`src/reset_clock_pkg.sv`:
```
// constants shared by the reset sequencer and the expansion bus clock divider
// assumes mclk is the double-rate clock that the cpu also receives
package reset_clock_pkg;

  // least reset stretch, counted in mclk (double-rate clock) cycles
  localparam int unsigned RESET_HOLD_CYCLES = 80;
  localparam int unsigned HOLD_CNT_W        = 7;
  localparam logic [HOLD_CNT_W-1:0] HOLD_LAST =
    HOLD_CNT_W'(RESET_HOLD_CYCLES - 1);
  localparam logic [HOLD_CNT_W-1:0] HOLD_ZERO = 7'h00;
  localparam logic [HOLD_CNT_W-1:0] HOLD_ONE  = 7'h01;

  // cpu internal phase in which resets may be released
  localparam logic RELEASE_PHASE = 1'b0;

  // expansion bus clock divisor select codes
  localparam int unsigned DIV_SEL_W = 2;
  localparam logic [DIV_SEL_W-1:0] DIV_SEL_4  = 2'h0;
  localparam logic [DIV_SEL_W-1:0] DIV_SEL_6  = 2'h1;
  localparam logic [DIV_SEL_W-1:0] DIV_SEL_8  = 2'h2;
  localparam logic [DIV_SEL_W-1:0] DIV_SEL_10 = 2'h3;
  localparam logic [DIV_SEL_W-1:0] DIV_SEL_RESET = DIV_SEL_4;

  // half period of the expansion bus clock, in mclk cycles, minus one
  localparam int unsigned HALF_CNT_W = 3;
  localparam logic [HALF_CNT_W-1:0] HALF_LAST_4  = 3'h1;
  localparam logic [HALF_CNT_W-1:0] HALF_LAST_6  = 3'h2;
  localparam logic [HALF_CNT_W-1:0] HALF_LAST_8  = 3'h3;
  localparam logic [HALF_CNT_W-1:0] HALF_LAST_10 = 3'h4;
  localparam logic [HALF_CNT_W-1:0] HALF_ZERO    = 3'h0;
  localparam logic [HALF_CNT_W-1:0] HALF_ONE     = 3'h1;

  // sequencer states
  typedef enum logic [2:0] {
    ST_COLD = 3'b001,
    ST_WARM = 3'b010,
    ST_RUN  = 3'b100
  } seq_state_t;

endpackage
```
`src/expansion_bus_clk_div.sv`:
```
// expansion bus clock divider: mclk divided by 4, 6, 8 or 10
// assumes the select input is static or changes rarely
`timescale 1ns/1ps
`default_nettype none

module expansion_bus_clk_div
(
  // clock and reset
  input  wire logic                                  mclk,
  input  wire logic                                  rst_n,
  // divisor select
  input  wire logic [reset_clock_pkg::DIV_SEL_W-1:0] div_sel,
  // divided clock
  output logic                                       bus_clk_q
);

  logic [reset_clock_pkg::DIV_SEL_W-1:0]  sel_q;
  logic [reset_clock_pkg::HALF_CNT_W-1:0] half_cnt_q;
  logic [reset_clock_pkg::HALF_CNT_W-1:0] half_last;
  logic                                   half_end;
  logic                                   period_end;

  assign half_last = (sel_q == reset_clock_pkg::DIV_SEL_4)  ? reset_clock_pkg::HALF_LAST_4  :
                     (sel_q == reset_clock_pkg::DIV_SEL_6)  ? reset_clock_pkg::HALF_LAST_6  :
                     (sel_q == reset_clock_pkg::DIV_SEL_8)  ? reset_clock_pkg::HALF_LAST_8  :
                                                              reset_clock_pkg::HALF_LAST_10;
  assign half_end   = (half_cnt_q == half_last);
  // a period ends when the high half ends
  assign period_end = half_end && bus_clk_q;

  always_ff @(posedge mclk)
  begin
    if (!rst_n)
    begin
      sel_q      <= reset_clock_pkg::DIV_SEL_RESET;
      half_cnt_q <= reset_clock_pkg::HALF_ZERO;
      bus_clk_q  <= 1'b0;
    end
    else
    begin
      half_cnt_q <= half_end ? reset_clock_pkg::HALF_ZERO : half_cnt_q + reset_clock_pkg::HALF_ONE;
      if (half_end)
        bus_clk_q <= ~bus_clk_q;
      if (period_end)
        sel_q <= div_sel;
    end
  end

endmodule

`default_nettype wire

```
`src/reset_and_clock_gen.sv`:
```
// reset and shutdown sequencer with processor and expansion bus clock outputs
// assumes mclk is the double-rate clock; all inputs are synchronous to mclk
`timescale 1ns/1ps
`default_nettype none

module reset_and_clock_gen
(
  // clock and reset
  input  wire logic                                  mclk,
  input  wire logic                                  rst_n,
  // reset sources
  input  wire logic                                  power_good_in,
  input  wire logic                                  kbd_warm_reset_req_n,
  // cpu bus status
  input  wire logic                                  ads_n,
  input  wire logic                                  w_r_n,
  input  wire logic                                  m_io_n,
  input  wire logic                                  d_c_n,
  input  wire logic                                  addr_a1,
  // clock inputs
  input  wire logic                                  double_rate_clock_in,
  input  wire logic                                  oscillator_in_a,
  input  wire logic                                  oscillator_in_b,
  // configuration
  input  wire logic [reset_clock_pkg::DIV_SEL_W-1:0] bus_clk_div_sel,
  // reset outputs
  output logic                                       cpu_reset_out,
  output logic                                       system_reset_n,
  // clock outputs
  output logic                                       processor_clock_out,
  output logic                                       expansion_bus_clock,
  output logic                                       oscillator_out_a,
  output logic                                       oscillator_out_b,
  // bus cycle class
  output logic                                       shutdown_cycle_q
);

  // ****************************************
  // bus cycle classification
  // ****************************************
  logic cyc_start;
  logic cyc_special;
  logic cyc_shutdown;

  assign cyc_start    = !ads_n;
  assign cyc_special  = m_io_n && !d_c_n && w_r_n;
  assign cyc_shutdown = cyc_start && cyc_special && !addr_a1;

  // ****************************************
  // reset sequencer
  // ****************************************
  reset_clock_pkg::seq_state_t          state_q;
  reset_clock_pkg::seq_state_t          state_d;
  logic [reset_clock_pkg::HOLD_CNT_W-1:0] hold_cnt_q;
  logic [reset_clock_pkg::HOLD_CNT_W-1:0] hold_cnt_d;
  logic                                 phase_q;
  logic                                 cold_req;
  logic                                 warm_req;
  logic                                 hold_done;
  logic                                 phase_ok;

  assign cold_req  = !power_good_in;
  assign warm_req  = !kbd_warm_reset_req_n || cyc_shutdown;
  assign hold_done = (hold_cnt_q == reset_clock_pkg::HOLD_LAST);
  assign phase_ok  = (phase_q == reset_clock_pkg::RELEASE_PHASE);

  always_comb
  begin
    state_d    = state_q;
    hold_cnt_d = hold_cnt_q;
    if (cold_req)
    begin
      state_d    = reset_clock_pkg::ST_COLD;
      hold_cnt_d = reset_clock_pkg::HOLD_ZERO;
    end
    else if (warm_req)
    begin
      // a warm request during cold reset keeps the cold reset going
      if (state_q != reset_clock_pkg::ST_COLD)
        state_d = reset_clock_pkg::ST_WARM;
      hold_cnt_d = reset_clock_pkg::HOLD_ZERO;
    end
    else
    begin
      unique case (state_q)
        reset_clock_pkg::ST_COLD,
        reset_clock_pkg::ST_WARM:
        begin
          if (!hold_done)
            hold_cnt_d = hold_cnt_q + reset_clock_pkg::HOLD_ONE;
          else if (phase_ok)
            state_d = reset_clock_pkg::ST_RUN;
        end
        reset_clock_pkg::ST_RUN:
        begin
          hold_cnt_d = reset_clock_pkg::HOLD_ZERO;
        end
        default:
        begin
          state_d    = reset_clock_pkg::ST_COLD;
          hold_cnt_d = reset_clock_pkg::HOLD_ZERO;
        end
      endcase
    end
  end

  always_ff @(posedge mclk)
  begin
    if (!rst_n)
    begin
      state_q    <= reset_clock_pkg::ST_COLD;
      hold_cnt_q <= reset_clock_pkg::HOLD_ZERO;
    end
    else
    begin
      state_q    <= state_d;
      hold_cnt_q <= hold_cnt_d;
    end
  end

  // ****************************************
  // cpu clock phase tracker
  // ****************************************
  // the cpu halves its double-rate clock internally; this bit follows
  // that halving so that every release lands in the same cpu phase
  logic phase_d;

  assign phase_d = !phase_q;

  always_ff @(posedge mclk)
  begin
    if (!rst_n)
      phase_q <= reset_clock_pkg::RELEASE_PHASE;
    else
      phase_q <= phase_d;
  end

  // ****************************************
  // reset outputs
  // ****************************************
  // both levels come from the next state, so the pins move on the same
  // edge as the state register and never lag it by a cycle
  logic cpu_reset_d;
  logic system_reset_n_d;

  assign cpu_reset_d      = (state_d != reset_clock_pkg::ST_RUN);
  assign system_reset_n_d = (state_d != reset_clock_pkg::ST_COLD);

  always_ff @(posedge mclk)
  begin
    if (!rst_n)
    begin
      cpu_reset_out  <= 1'b1;
      system_reset_n <= 1'b0;
    end
    else
    begin
      cpu_reset_out  <= cpu_reset_d;
      system_reset_n <= system_reset_n_d;
    end
  end

  // ****************************************
  // shutdown cycle flag
  // ****************************************
  // one-cycle shutdown flag
  always_ff @(posedge mclk)
  begin
    if (!rst_n)
      shutdown_cycle_q <= 1'b0;
    else
      shutdown_cycle_q <= cyc_shutdown;
  end

  // ****************************************
  // clock outputs
  // ****************************************
  always_ff @(posedge mclk)
  begin
    if (!rst_n)
    begin
      processor_clock_out <= 1'b0;
      oscillator_out_a    <= 1'b0;
      oscillator_out_b    <= 1'b0;
    end
    else
    begin
      processor_clock_out <= double_rate_clock_in;
      oscillator_out_a    <= oscillator_in_a;
      oscillator_out_b    <= oscillator_in_b;
    end
  end

  expansion_bus_clk_div u_bus_div
  (
    .mclk      (mclk),
    .rst_n     (rst_n),
    .div_sel   (bus_clk_div_sel),
    .bus_clk_q (expansion_bus_clock)
  );

endmodule

`default_nettype wire

```
`config.mk`:
```
export PLATFORM = sky130hd
export DESIGN_NAME = reset_and_clock_gen
export DESIGN_NICKNAME = d
export VERILOG_FILES = /design/src/reset_clock_pkg.sv /design/src/expansion_bus_clk_div.sv /design/src/reset_and_clock_gen.sv
export SDC_FILE = /design/constraint.sdc
export NUM_CORES = 1
export LEC_CHECK = 0
export BUFFER_PORTS_ARGS = -buffer_cell sky130_fd_sc_hd__buf_2
export CORE_ASPECT_RATIO = 0.6
export CORE_MARGIN = 2
export CORE_UTILIZATION = 45
export CTS_CLUSTER_SIZE = 10
export DETAILED_ROUTE_END_ITERATION = 16
export MAX_ROUTING_LAYER = met4
export PLACE_DENSITY = 0.76
export SYNTH_ARGS = -nofsm -noshare
export SYNTH_HDL_FRONTEND = slang
export SYNTH_SLANG_ARGS = --single-unit
```
`constraint.sdc`:
```
create_clock -name mclk -period 2.9 [get_ports mclk]
set_clock_uncertainty 0.15 [all_clocks]
set_input_delay 0.58 -clock mclk [delete_from_list [all_inputs] [get_ports mclk]]
set_output_delay 0.58 -clock mclk [all_outputs]
set_load 0.03 [all_outputs]
```
Yosys cells after proc, flatten, opt, wreduce, memory -nomap -nowiden:

Cells that the tools add are included.
W data, S select, Z words.

* register bits after elaboration: 23
* input port bits: 14
* output and inout port bits: 7
* word-level logic and storage cells: 52

* $add $sub $neg: 2
* eq/ne operators: 10
* mux-type cells: 9
* bitwise operators: 4
* reduce and logical (&&, ||, !) cells: 15

Operators by type and width (count)
* $mux W3: 8
* $add A7 B1 Y7 const B: 1
* $eq A7 B7 Y1 const B: 1
* $ne A3 B1 Y1 const B: 2
* $pmux W3 S2: 1
* $logic_and A1 B1 Y1: 5
* $logic_not A1 Y1: 5
* $not A1 Y1: 4
* $reduce_or A2 Y1: 2
* $reduce_or A4 Y1: 1
* $add A3 B1 Y3 const B: 1
* $eq A3 B1 Y1 const B: 1
* $eq A3 B2 Y1 const B: 1
* $eq A3 B3 Y1: 1
* $eq A3 B3 Y1 const B: 1
* $ne A3 B3 Y1 const B: 1
* $eq A2 B1 Y1 const B: 1
* $eq A2 B2 Y1 const B: 1
* $logic_not A2 Y1: 1
* $logic_or A1 B1 Y1: 1

Depth between registers and ports, before layout:

Gate-level depths: netlist (run 1).

* word-level depth: 9
* depth in mapped cells: 6
* gate-level depth less buffers: 6

Cells and area by module:

A second synthesis (run 1) with hierarchy kept.

* cell total of the unflattened synthesis: 95
* area total of the unflattened synthesis: 999.7 um^2

By module, submodules not included
* reset_and_clock_gen: instances 1, cells each 67, area an instance 721.9 um^2, seq. area each 340.3 um^2
* expansion_bus_clk_div: instances 1, cells each 28, area an instance 277.8 um^2, seq. area each 120.1 um^2

Worst setup path after synthesis (run 1):

OpenSTA, ideal clock, no wires.

* path type: in2reg
* start point: input d_c_n
* end point: register state_q[0]
* library setup time: 0.122 ns
* arrival: 1.621 ns
* data required time: 2.628 ns
* slack: 1.007 ns
* stages on the path: 4
* path buffers: 0
* cells stage by stage: nor4b_4 a21boi_4 mux2_4 a311o_1

* word-level cells in the longest chain between the ends: 8

RTL lines
* start: declaration: RTL line reset_and_clock_gen.sv:18 `input wire logic d_c_n,`
* $logic_not A1 Y1: RTL line reset_and_clock_gen.sv:46 `assign cyc_special = m_io_n && !d_c_n && w_r_n;`
* $logic_and A1 B1 Y1 (2 in series): RTL line reset_and_clock_gen.sv:46
* $logic_and A1 B1 Y1 (2 in series): RTL line reset_and_clock_gen.sv:47 `assign cyc_shutdown = cyc_start && cyc_special && !addr_a1;`
* $logic_or A1 B1 Y1: RTL line reset_and_clock_gen.sv:63 `assign warm_req = !kbd_warm_reset_req_n || cyc_shutdown;`
* $mux W3: RTL line reset_and_clock_gen.sv:76 `else if (warm_req)`
* $mux W3: RTL line reset_and_clock_gen.sv:71 `if (cold_req)`
* end signal: assignment: RTL line reset_and_clock_gen.sv:111 `state_q <= reset_clock_pkg::ST_COLD;`
* end signal: assignment: RTL line reset_and_clock_gen.sv:116 `state_q <= state_d;`
* end: declaration: RTL line reset_and_clock_gen.sv:52 `reset_clock_pkg::seq_state_t state_q;`

Every way passes these cells.
A chain may end at the register's enable or synchronous reset.

Worst setup path after layout (run 1):

* start point: register hold_cnt_q[0] (netlist bit)
* end point: register hold_cnt_q[0] (netlist bit)

* word-level cells in the longest chain between the ends: 1
* elaborated cells between the ends (all ways): 2
* those cells by class: add/sub (1); eq/ne (1)

RTL lines
* start: declaration: RTL line reset_and_clock_gen.sv:54 `logic [reset_clock_pkg::HOLD_CNT_W-1:0] hold_cnt_q;`
* start signal: assignment: RTL line reset_and_clock_gen.sv:112 `hold_cnt_q <= reset_clock_pkg::HOLD_ZERO;`
* start signal: assignment: RTL line reset_and_clock_gen.sv:117 `hold_cnt_q <= hold_cnt_d;`
* $add A7 B1 Y7 or $eq A7 B7 Y1 (tied branches): RTL line reset_and_clock_gen.sv:90, reset_and_clock_gen.sv:64

Parallel ways exist; a longest one is shown, timed or not.

==> results of run 1 <==
==> power breakdown <==
part	internal (uW)	switching (uW)	leakage, uW	total (uW)
Combinational	70.1	73.7	0.000292	144
Sequential	344	24.3	0.000188	369
Clock	95.8	98.8	0.0000255	195
Total	510	197	0.000505	707
==> layer usage <==
metal	global-route usage, %	wire (um)	share of wire, %	vias to the layer above
met5	-	0	0	-
met4	3.06	0	0	0
li1	-	-	-	386
met3	6.87	141	7.7	0
met1	19.7	897	49	364
met2	22.0	800	44	23
==> worst paths after layout <==
check	start	endpoint	slack, ns	depth (start not counted)
worst max-delay path	hold_cnt_q[0]	hold_cnt_q[0]	0.98	5
worst min-delay path	phase_q	phase_q	0.30	1
worst max register to register	hold_cnt_q[0]	hold_cnt_q[0]	0.98	5
worst min register to register	phase_q	phase_q	0.30	1
==> state kept, by name, indices dropped and copies added, names as in the netlist <==
register / count
oscillator_out_a: 1
system_reset_n: 1
phase_q: 1
u_bus_div.sel_q: 2
hold_cnt_q: 7
state_q: 3
oscillator_out_b: 1
shutdown_cycle_q: 1
cpu_reset_out: 1
processor_clock_out: 1
u_bus_div.half_cnt_q: 3
u_bus_div.bus_clk_q: 1
==> kinds of logic after synthesis <==
group	Yosys count	share of synthesized area (%)
mux	4	4.33
xor+xnor	11	9.26
compound gates	13	10.7
fa+ha+maj	5	6.01
buf+inv	7	2.64
flops	23	44.2
simple gates	34	22.8
==> placed cells by master (no fill, tap or decap), drive strengths merged, types with 4 or more instances in the layout <==
master / count
nor2: 7
xnor2: 9
buf: 20
and2: 4
inv: 4
dfxtp: 23
ha: 5
==> final cells by class <==
| class | instances | area share [%] |
|---|---|---|
| sequential | 23 | 38.0 |
| multi-input combinational | 67 | 45.6 |
| clock buffer | 3 | 3.41 |
| tap | 30 | 3.10 |
| inverter | 4 | 1.24 |
| timing repair buffer | 20 | 8.26 |
| clock inverter | 1 | 0.413 |
==> stage by stage <==
step | setup WS (ns) | hold slack (ns) | std cells | power [uW]
after floorplan | 1.01 | 0.244 | 97 | 481
after CTS | 0.991 | 0.305 | 148 | 717
after global placement | 0.842 | 0.258 | 144 | 511
after detailed placement | 0.722 | 0.292 | 144 | 520
final | 0.977 | 0.295 | 148 | 707
after global routing | 0.871 | 0.310 | 148 | 748
==> flow_metrics.env, run 1 <==
export IMPL_status="finished clean"
export IMPL_multiInputGateArea_um2=553
export IMPL_fin_crit_sh_pct=66.3
export IMPL_die_width_um=66.1
export IMPL_type_of_origin_of_the_critical_path="flip-flop"
export IMPL_period_needed_ns=1.92
export IMPL_syn_inst=97
export IMPL_post_cts_buffers=0
export IMPL_detailroute_via_count=773
export IMPL_wl_per_cell_um=12.4
export IMPL_max_vdd_ir_drop_mv=0.297
export IMPL_critPathMaxStageDelay_ns=0.65
export IMPL_remaining_routing_drc_violations=0
export IMPL_slew_viol_final=0
export IMPL_max_slew_margin_pct=78.2
export IMPL_filler_cell_count=206
export IMPL_clockRootBuffer="sky130_fd_sc_hd__clkbuf_8"
export IMPL_fin_setup_tns_ns=0
export IMPL_ctsHoldBuffers=0
export IMPL_seq_area_frac_synth_pct=44.2
export IMPL_synthDominantCellAreaShare_pct=44.2
export IMPL_crit_fanout=6
export IMPL_antenna_cells=0
export IMPL_cp_data_required_time_ns=2.90
export IMPL_cts_tree="built"
export IMPL_finish_utilization_pct=55.6
export IMPL_ys_warn_count=0
export IMPL_cts_max_path_buffers=2
export IMPL_gp_congestion=0.770
export IMPL_detail_route_antenna_nets=0
export IMPL_chipHeight_um=41.3
export IMPL_track_usage_pct=15.2
export IMPL_htreeDepth=1
export IMPL_synth_area_leader_cell="sky130_fd_sc_hd__dfxtp_1"
export IMPL_initial_antenna_violation_count=0
export IMPL_post_cts_resized_instances=0
export IMPL_largest_net_degree_at_the_start_of_global_routing=14
export IMPL_cp_slowest_cell="sky130_fd_sc_hd__or4b_1"
export IMPL_detail_route_first_pass_iterations=4
export IMPL_powerDensity_nw_per_um2=583
export IMPL_asyncSetResetFlopFracSynth_pct=0
export IMPL_sort_of_element_at_the_end_of_the_critical_path="flip-flop"
export IMPL_layout_area_overhead_vs_synth_pct=16.5
export IMPL_top_family_by_delay_on_critical_path="simple AND/OR/NAND/NOR gates"
export IMPL_cts_clk_slew_worst_paths_ns=0.08
export IMPL_setup_violations=0
export IMPL_syn_avg_cell_area_um2=10.7
export IMPL_cts_buffers_inserted=3
export IMPL_static_leakage_power_uw=0.000505
export IMPL_number_of_enable_type_register_cells_in_the_synthesized_netlist=0
export IMPL_hpwlAfterDp_mm=1.45
export IMPL_synth_top_flop_cell="sky130_fd_sc_hd__dfxtp_1"
export IMPL_placementRows=13
export IMPL_grt_pass1_vias=635
export IMPL_grt_overflow_total=0
export IMPL_yosys_top_cells_area="sky130_fd_sc_hd__dfxtp_1 44%, sky130_fd_sc_hd__xnor2_1 7.6%, sky130_fd_sc_hd__ha_1 6.0%"
export IMPL_design_core_area_um2=2180
export IMPL_syn_num_nets=116
export IMPL_cp_num_buf_inv=0
export IMPL_criticalPathCategory="reg2reg"
export IMPL_critPathArrivalTime_ns=1.92
export IMPL_synth_most_common_cell="sky130_fd_sc_hd__dfxtp_1"
export IMPL_sequential_cell_area_um2=460
export IMPL_synth_commonest_cells="23 x sky130_fd_sc_hd__dfxtp_1, 9 x sky130_fd_sc_hd__xnor2_1, 6 x sky130_fd_sc_hd__nor2_1, 5 x sky130_fd_sc_hd__ha_1"
export IMPL_clkLatencyLatePin_ns=0.26
export IMPL_synth_cell_area_um2=1040
export IMPL_distinct_cell_type_count_of_the_synthesized_netlist=36
export IMPL_holdCritPathClass="reg2reg"
export IMPL_final_cell_area_um2=1210
export IMPL_cap_viol_max_count=0
export IMPL_die_area_um2=2730
export IMPL_drt_wl_total_mm=1.84
export IMPL_placement_io_buffers=20
export IMPL_start_util_pct=47.8
export IMPL_worst_slew_pin_transition_ns=0.318
export IMPL_vias_per_cell=5.22
export IMPL_ios=21
export IMPL_timing_final_hold_violations=0
export IMPL_num_nets_final=138
export IMPL_number_of_register_bits_inferred_by_synthesis=23
export IMPL_max_freq_mhz=520
export IMPL_drtIter0Drc=7
export IMPL_cts_sink_count=23
export IMPL_placed_area_um2=1170
export IMPL_grt_first_pass_wirelength_mm=2.84
export IMPL_critical_path_cell_sequence="ha_1, nand3_2, or4b_1, xnor2_1, nor2_1"
export IMPL_setup_repair_after_global_routing_missed_its_margin="no"
export IMPL_layout_drive_gt1_share_pct=29.7
No activity file was read; power rests on OpenSTA's default activity.
==> run 2: changes to the inputs <==
Settings changed: PLACE_DENSITY 0.76 to 0.79.
Clock period 2.9 ns to 1.7 ns, I/O delays scaled along.
==> flow_metrics.env, run 2 (synthesis results as in run 1) <==
export IMPL_status="finished clean"
export IMPL_layout_drive_gt1_share_pct=46.9
export IMPL_critPathArrivalTime_ns=1.67
export IMPL_detail_route_antenna_nets=0
export IMPL_grt_first_pass_wirelength_mm=3.12
export IMPL_die_width_um=66.1
export IMPL_num_nets_final=148
export IMPL_fin_crit_sh_pct=98.2
export IMPL_holdCritPathClass="in2reg"
export IMPL_powerDensity_nw_per_um2=922
export IMPL_max_vdd_ir_drop_mv=0.616
export IMPL_mostFrequentLayoutCells="20 x sky130_fd_sc_hd__buf_2, 17 x sky130_fd_sc_hd__dfxtp_1, 10 x sky130_fd_sc_hd__buf_4"
export IMPL_vias_per_cell=5.09
export IMPL_worst_slew_pin_transition_ns=0.365
export IMPL_wl_per_cell_um=12.8
export IMPL_detail_route_first_pass_iterations=3
export IMPL_layoutNonFillerInstCount=158
export IMPL_cts_tree="built"
export IMPL_post_cts_buffers=0
export IMPL_grt_pass1_vias=712
export IMPL_ios=21
export IMPL_static_leakage_power_uw=0.000564
export IMPL_antenna_cells=0
export IMPL_max_slew_margin_pct=75.5
export IMPL_gp_congestion=0.739
export IMPL_drt_wl_total_mm=2.02
export IMPL_ctsHoldBuffers=0
export IMPL_top_register="hold_cnt_q"
export IMPL_crit_fanout=6
export IMPL_filler_cell_count=189
export IMPL_type_of_origin_of_the_critical_path="flip-flop"
export IMPL_worst_r2r_path_depth=5
export IMPL_die_area_um2=2730
export IMPL_period_needed_ns=1.67
export IMPL_finalHoldWorstSlack_ns=0.128
export IMPL_holdPathStages=2
export IMPL_multiInputGateArea_um2=626
export IMPL_worstHoldEndpoint="oscillator_out_b"
export IMPL_clockRootBuffer="sky130_fd_sc_hd__clkbuf_8"
export IMPL_rr_endpoint="hold_cnt_q[1]"
export IMPL_largest_registers="hold_cnt_q x7, state_q x3, u_bus_div.half_cnt_q x3"
export IMPL_cap_viol_max_count=0
export IMPL_criticalPathCategory="reg2reg"
export IMPL_grt_overflow_total=0
export IMPL_max_freq_mhz=599
export IMPL_timing_final_hold_violations=0
export IMPL_chipHeight_um=41.3
export IMPL_detailroute_via_count=804
export IMPL_worst_slack_ns=0.0300
export IMPL_layout_area_overhead_vs_synth_pct=31.4
export IMPL_setup_repair_after_global_routing_missed_its_margin="yes"
export IMPL_placementRows=13
export IMPL_drtIter0Drc=18
export IMPL_design_core_area_um2=2180
export IMPL_htreeDepth=1
export IMPL_fin_setup_tns_ns=0
export IMPL_clkLatencyLatePin_ns=0.27
export IMPL_dp_slack_ns=-0.112
export IMPL_placed_cells_incl_taps=154
export IMPL_start_util_pct=47.8
export IMPL_setup_violations=0
export IMPL_largest_net_degree_at_the_start_of_global_routing=14
export IMPL_cts_max_path_buffers=2
export IMPL_sort_of_element_at_the_end_of_the_critical_path="flip-flop"
export IMPL_hp_start="oscillator_in_b"
export IMPL_cts_buffers_inserted=3
export IMPL_placement_io_buffers=20
export IMPL_initial_antenna_violation_count=0
export IMPL_largest_register_ff_count=7
export IMPL_hpwlAfterDp_mm=1.48
export IMPL_remaining_routing_drc_violations=0
export IMPL_rrSetupSlack_ns=0.03
export IMPL_sequential_cell_area_um2=468
export IMPL_layout_commonest_cell="sky130_fd_sc_hd__buf_2"
export IMPL_cts_sink_count=23
export IMPL_slew_viol_final=0
export IMPL_cts_clk_slew_worst_paths_ns=0.08
export IMPL_track_usage_pct=16.6
export IMPL_reg2reg_from="hold_cnt_q[0]"
export IMPL_cp_data_required_time_ns=1.70
[run 2: what timing repair did]
action / CTS / global route
pin swaps: 0 / 8
cloned: 0 / 0
resized for setup: 4 / 12
setup endpoints to repair: 6 / 9
[run 2: final cells by class]
class                   instances  share of cell area, %
well taps                      30                   2.74
flip-flops and latches         23                   34.2
clock buffers                   3                   3.02
clock inverters                 1                  0.366
repair buffers                 30                   12.8
inverters                       4                   1.10
multi-input cells              67                   45.7
[run 2: layer usage]
metal,up-vias,GRT usage (%),part of all wire (%)
li1,403,-,-
met1,378,20.5,48
met2,21,25.5,45
met3,2,6.59,6.3
met4,0,5.10,0.60
met5,-,-,0
[run 2: how the worst max path moves through the flow]
stage	from	endpoint	slack (ns)	cells after the start
after floorplan	hold_cnt_q[1]	hold_cnt_q[1]	0.01	6
after global placement	w_r_n	hold_cnt_q[4]	-0.07	5
after detailed placement	w_r_n	hold_cnt_q[4]	-0.11	5
after CTS	hold_cnt_q[4]	state_q[0]	0.007	4
after global routing	hold_cnt_q[0]	hold_cnt_q[1]	-0.05	5
final	hold_cnt_q[0]	hold_cnt_q[1]	0.03	5
[run 2: worst max-delay path, stage by stage, from the launching register on]
cell and delay [ns]:
sky130_fd_sc_hd__dfxtp_2 0.35, sky130_fd_sc_hd__ha_4 0.15, sky130_fd_sc_hd__nand3_4 0.07, sky130_fd_sc_hd__or4b_4 0.57, sky130_fd_sc_hd__mux2i_1 0.19, sky130_fd_sc_hd__nor2_1 0.06
[run 2: power breakdown]
part	total (uW)	leakage [uW]	switching (uW)	internal, uW
registers	640	0.000191	51.5	589
logic	288	0.000348	142	146
clock network	333	0.0000255	170	164
[run 2: through the flow]
step           power, uW  util, %  area [um2]
6_report            1260     62.7        1370
5_1_grt             1330     62.7        1370
4_1_cts             1250     60.6        1320
3_5_place_dp         894     57.5        1250
3_3_place_gp         881     57.5        1250
2_1_floorplan        820        -        1050
==> run 3: changes to the inputs <==
Settings changed: SETUP_SLACK_MARGIN set to 0.2.
==> flow_metrics.env, run 3 (synthesis results as in run 1) <==
export IMPL_grt_first_pass_wirelength_mm=3.19
export IMPL_clockRootBuffer="sky130_fd_sc_hd__clkbuf_8"
export IMPL_initial_antenna_violation_count=0
export IMPL_cap_viol_max_count=0
export IMPL_worst_slack_ns=-0.00597
export IMPL_start_util_pct=47.8
export IMPL_die_area_um2=2730
export IMPL_track_usage_pct=17.1
export IMPL_cts_clk_slew_worst_paths_ns=0.08
export IMPL_hpwlAfterDp_mm=1.49
export IMPL_layout_drive_gt1_share_pct=55.7
export IMPL_cts_buffers_inserted=3
export IMPL_worst_slew_pin_transition_ns=0.432
export IMPL_period_needed_ns=1.71
export IMPL_layoutNonFillerInstCount=161
export IMPL_largest_net_degree_at_the_start_of_global_routing=14
export IMPL_layout_commonest_cell="sky130_fd_sc_hd__buf_2"
export IMPL_largest_register_ff_count=7
export IMPL_top_register="hold_cnt_q"
export IMPL_critPathArrivalTime_ns=1.70
export IMPL_final_cell_area_um2=1480
export IMPL_wl_per_cell_um=14.3
export IMPL_detailroute_via_count=844
export IMPL_clkLatencyLatePin_ns=0.26
export IMPL_timing_final_hold_violations=0
export IMPL_max_vdd_ir_drop_mv=0.602
export IMPL_die_width_um=66.1
export IMPL_placementRows=13
export IMPL_mostFrequentLayoutCells="20 x sky130_fd_sc_hd__buf_2, 16 x sky130_fd_sc_hd__dfxtp_1, 12 x sky130_fd_sc_hd__buf_4"
export IMPL_grt_overflow_total=0
export IMPL_grt_pass1_vias=744
export IMPL_powerDensity_nw_per_um2=872
export IMPL_max_freq_mhz=586
export IMPL_layout_area_overhead_vs_synth_pct=42.2
export IMPL_num_nets_final=151
export IMPL_placed_area_um2=1270
export IMPL_holdCritPathClass="in2reg"
export IMPL_drt_wl_total_mm=2.31
export IMPL_type_of_origin_of_the_critical_path="flip-flop"
export IMPL_placed_cells_incl_taps=150
export IMPL_static_leakage_power_uw=0.000592
export IMPL_largest_registers="hold_cnt_q x7, state_q x3, u_bus_div.half_cnt_q x3"
export IMPL_cts_tree="built"
export IMPL_cp_data_required_time_ns=1.70
export IMPL_htreeDepth=1
export IMPL_fin_crit_sh_pct=100
export IMPL_antenna_cells=0
export IMPL_remaining_routing_drc_violations=0
export IMPL_design_core_area_um2=2180
export IMPL_placement_io_buffers=20
export IMPL_gp_congestion=0.741
export IMPL_detail_route_first_pass_iterations=4
export IMPL_vias_per_cell=5.24
export IMPL_max_slew_margin_pct=71.0
export IMPL_setup_repair_after_global_routing_missed_its_margin="yes"
export IMPL_criticalPathCategory="reg2reg"
export IMPL_cts_max_path_buffers=2
export IMPL_sort_of_element_at_the_end_of_the_critical_path="flip-flop"
export IMPL_chipHeight_um=41.3
export IMPL_ios=21
export IMPL_cts_sink_count=23
export IMPL_setup_violations=1
export IMPL_violations="setup timing"
export IMPL_detail_route_antenna_nets=0
export IMPL_status="complete, but fails checks"
export IMPL_slew_viol_final=0
export IMPL_ctsHoldBuffers=0
export IMPL_drtIter0Drc=9
export IMPL_crit_fanout=2
-- run 3: cell types whose count changed in the layout (fill, tap and decap cells not counted), moves of 2 or more --
cell                      before  now
sky130_fd_sc_hd__dfxtp_4       0    2
sky130_fd_sc_hd__a21oi_1       3    1
sky130_fd_sc_hd__ha_4          1    3
sky130_fd_sc_hd__ha_1          4    2
sky130_fd_sc_hd__inv_1         4    2
sky130_fd_sc_hd__a21oi_2       0    2
sky130_fd_sc_hd__buf_4        10   12
-- run 3: layer usage --
metal	part of all wire [%]	vias up	global-route usage (%)
met5	0	-	-
met4	0.74	0	5.61
met3	5.3	4	7.42
met2	48	28	27.5
met1	46	398	19.7
li1	-	414	-
-- run 3: worst max-delay path, stage by stage (launching register included) --
cell                      delay, ns
sky130_fd_sc_hd__dfxtp_2       0.33
sky130_fd_sc_hd__or4b_4        0.58
sky130_fd_sc_hd__nor2_4        0.15
sky130_fd_sc_hd__nand3_2       0.10
sky130_fd_sc_hd__a311o_1       0.28
-- run 3: power by group --
group / internal (uW) / switching (uW) / total [uW]
registers: 588 / 58.8 / 647
clock network: 163 / 172 / 336
logic: 161 / 148 / 309
-- run 3: layout make-up --
| cell class | count | area [um2] |
|---|---|---|
| timing repair buffer | 33 | 201 |
| tap | 30 | 37.5 |
| clock inverter | 1 | 5.00 |
| inverter | 4 | 17.5 |
| sequential | 23 | 474 |
| fill | 159 | 699 |
| multi-input combinational | 67 | 703 |
| clock buffer | 3 | 41.3 |
-- run 3: metrics by stage --
| stage | utilization (%) | TNS [ns] | setup slack (ns) | hold WS [ns] | total power [uW] |
|---|---|---|---|---|---|
| 6_report | 67.9 | -0.00597 | -0.00597 | 0.131 | 1290 |
| 5_1_grt | 67.9 | -0.0329 | -0.0242 | 0.127 | 1350 |
| 4_1_cts | 63.3 | 0 | 0.0779 | 0.134 | 1270 |
| 3_5_place_dp | 58.4 | -0.168 | -0.0780 | 0.267 | 933 |
| 3_3_place_gp | 58.4 | -0.0200 | -0.0200 | 0.259 | 920 |
| 2_1_floorplan | - | 0 | 0.0646 | 0.243 | 861 |
-- run 3: worst paths after layout --
check	start	endpoint	slack, ns	cells after the start
setup / recovery	hold_cnt_q[5]	state_q[0]	-0.006	4
hold / removal	double_rate_clock_in	processor_clock_out	0.13	2
setup reg to reg	hold_cnt_q[5]	state_q[0]	-0.006	4
hold reg to reg	phase_q	phase_q	0.28	1
-- run 3: repair_timing --
action,CTS,global route
setup endpoints to repair,16,18
buffers inserted,4,3
resized for setup,8,15
pin swaps,6,12
endpoints found under the hold margin,0,0
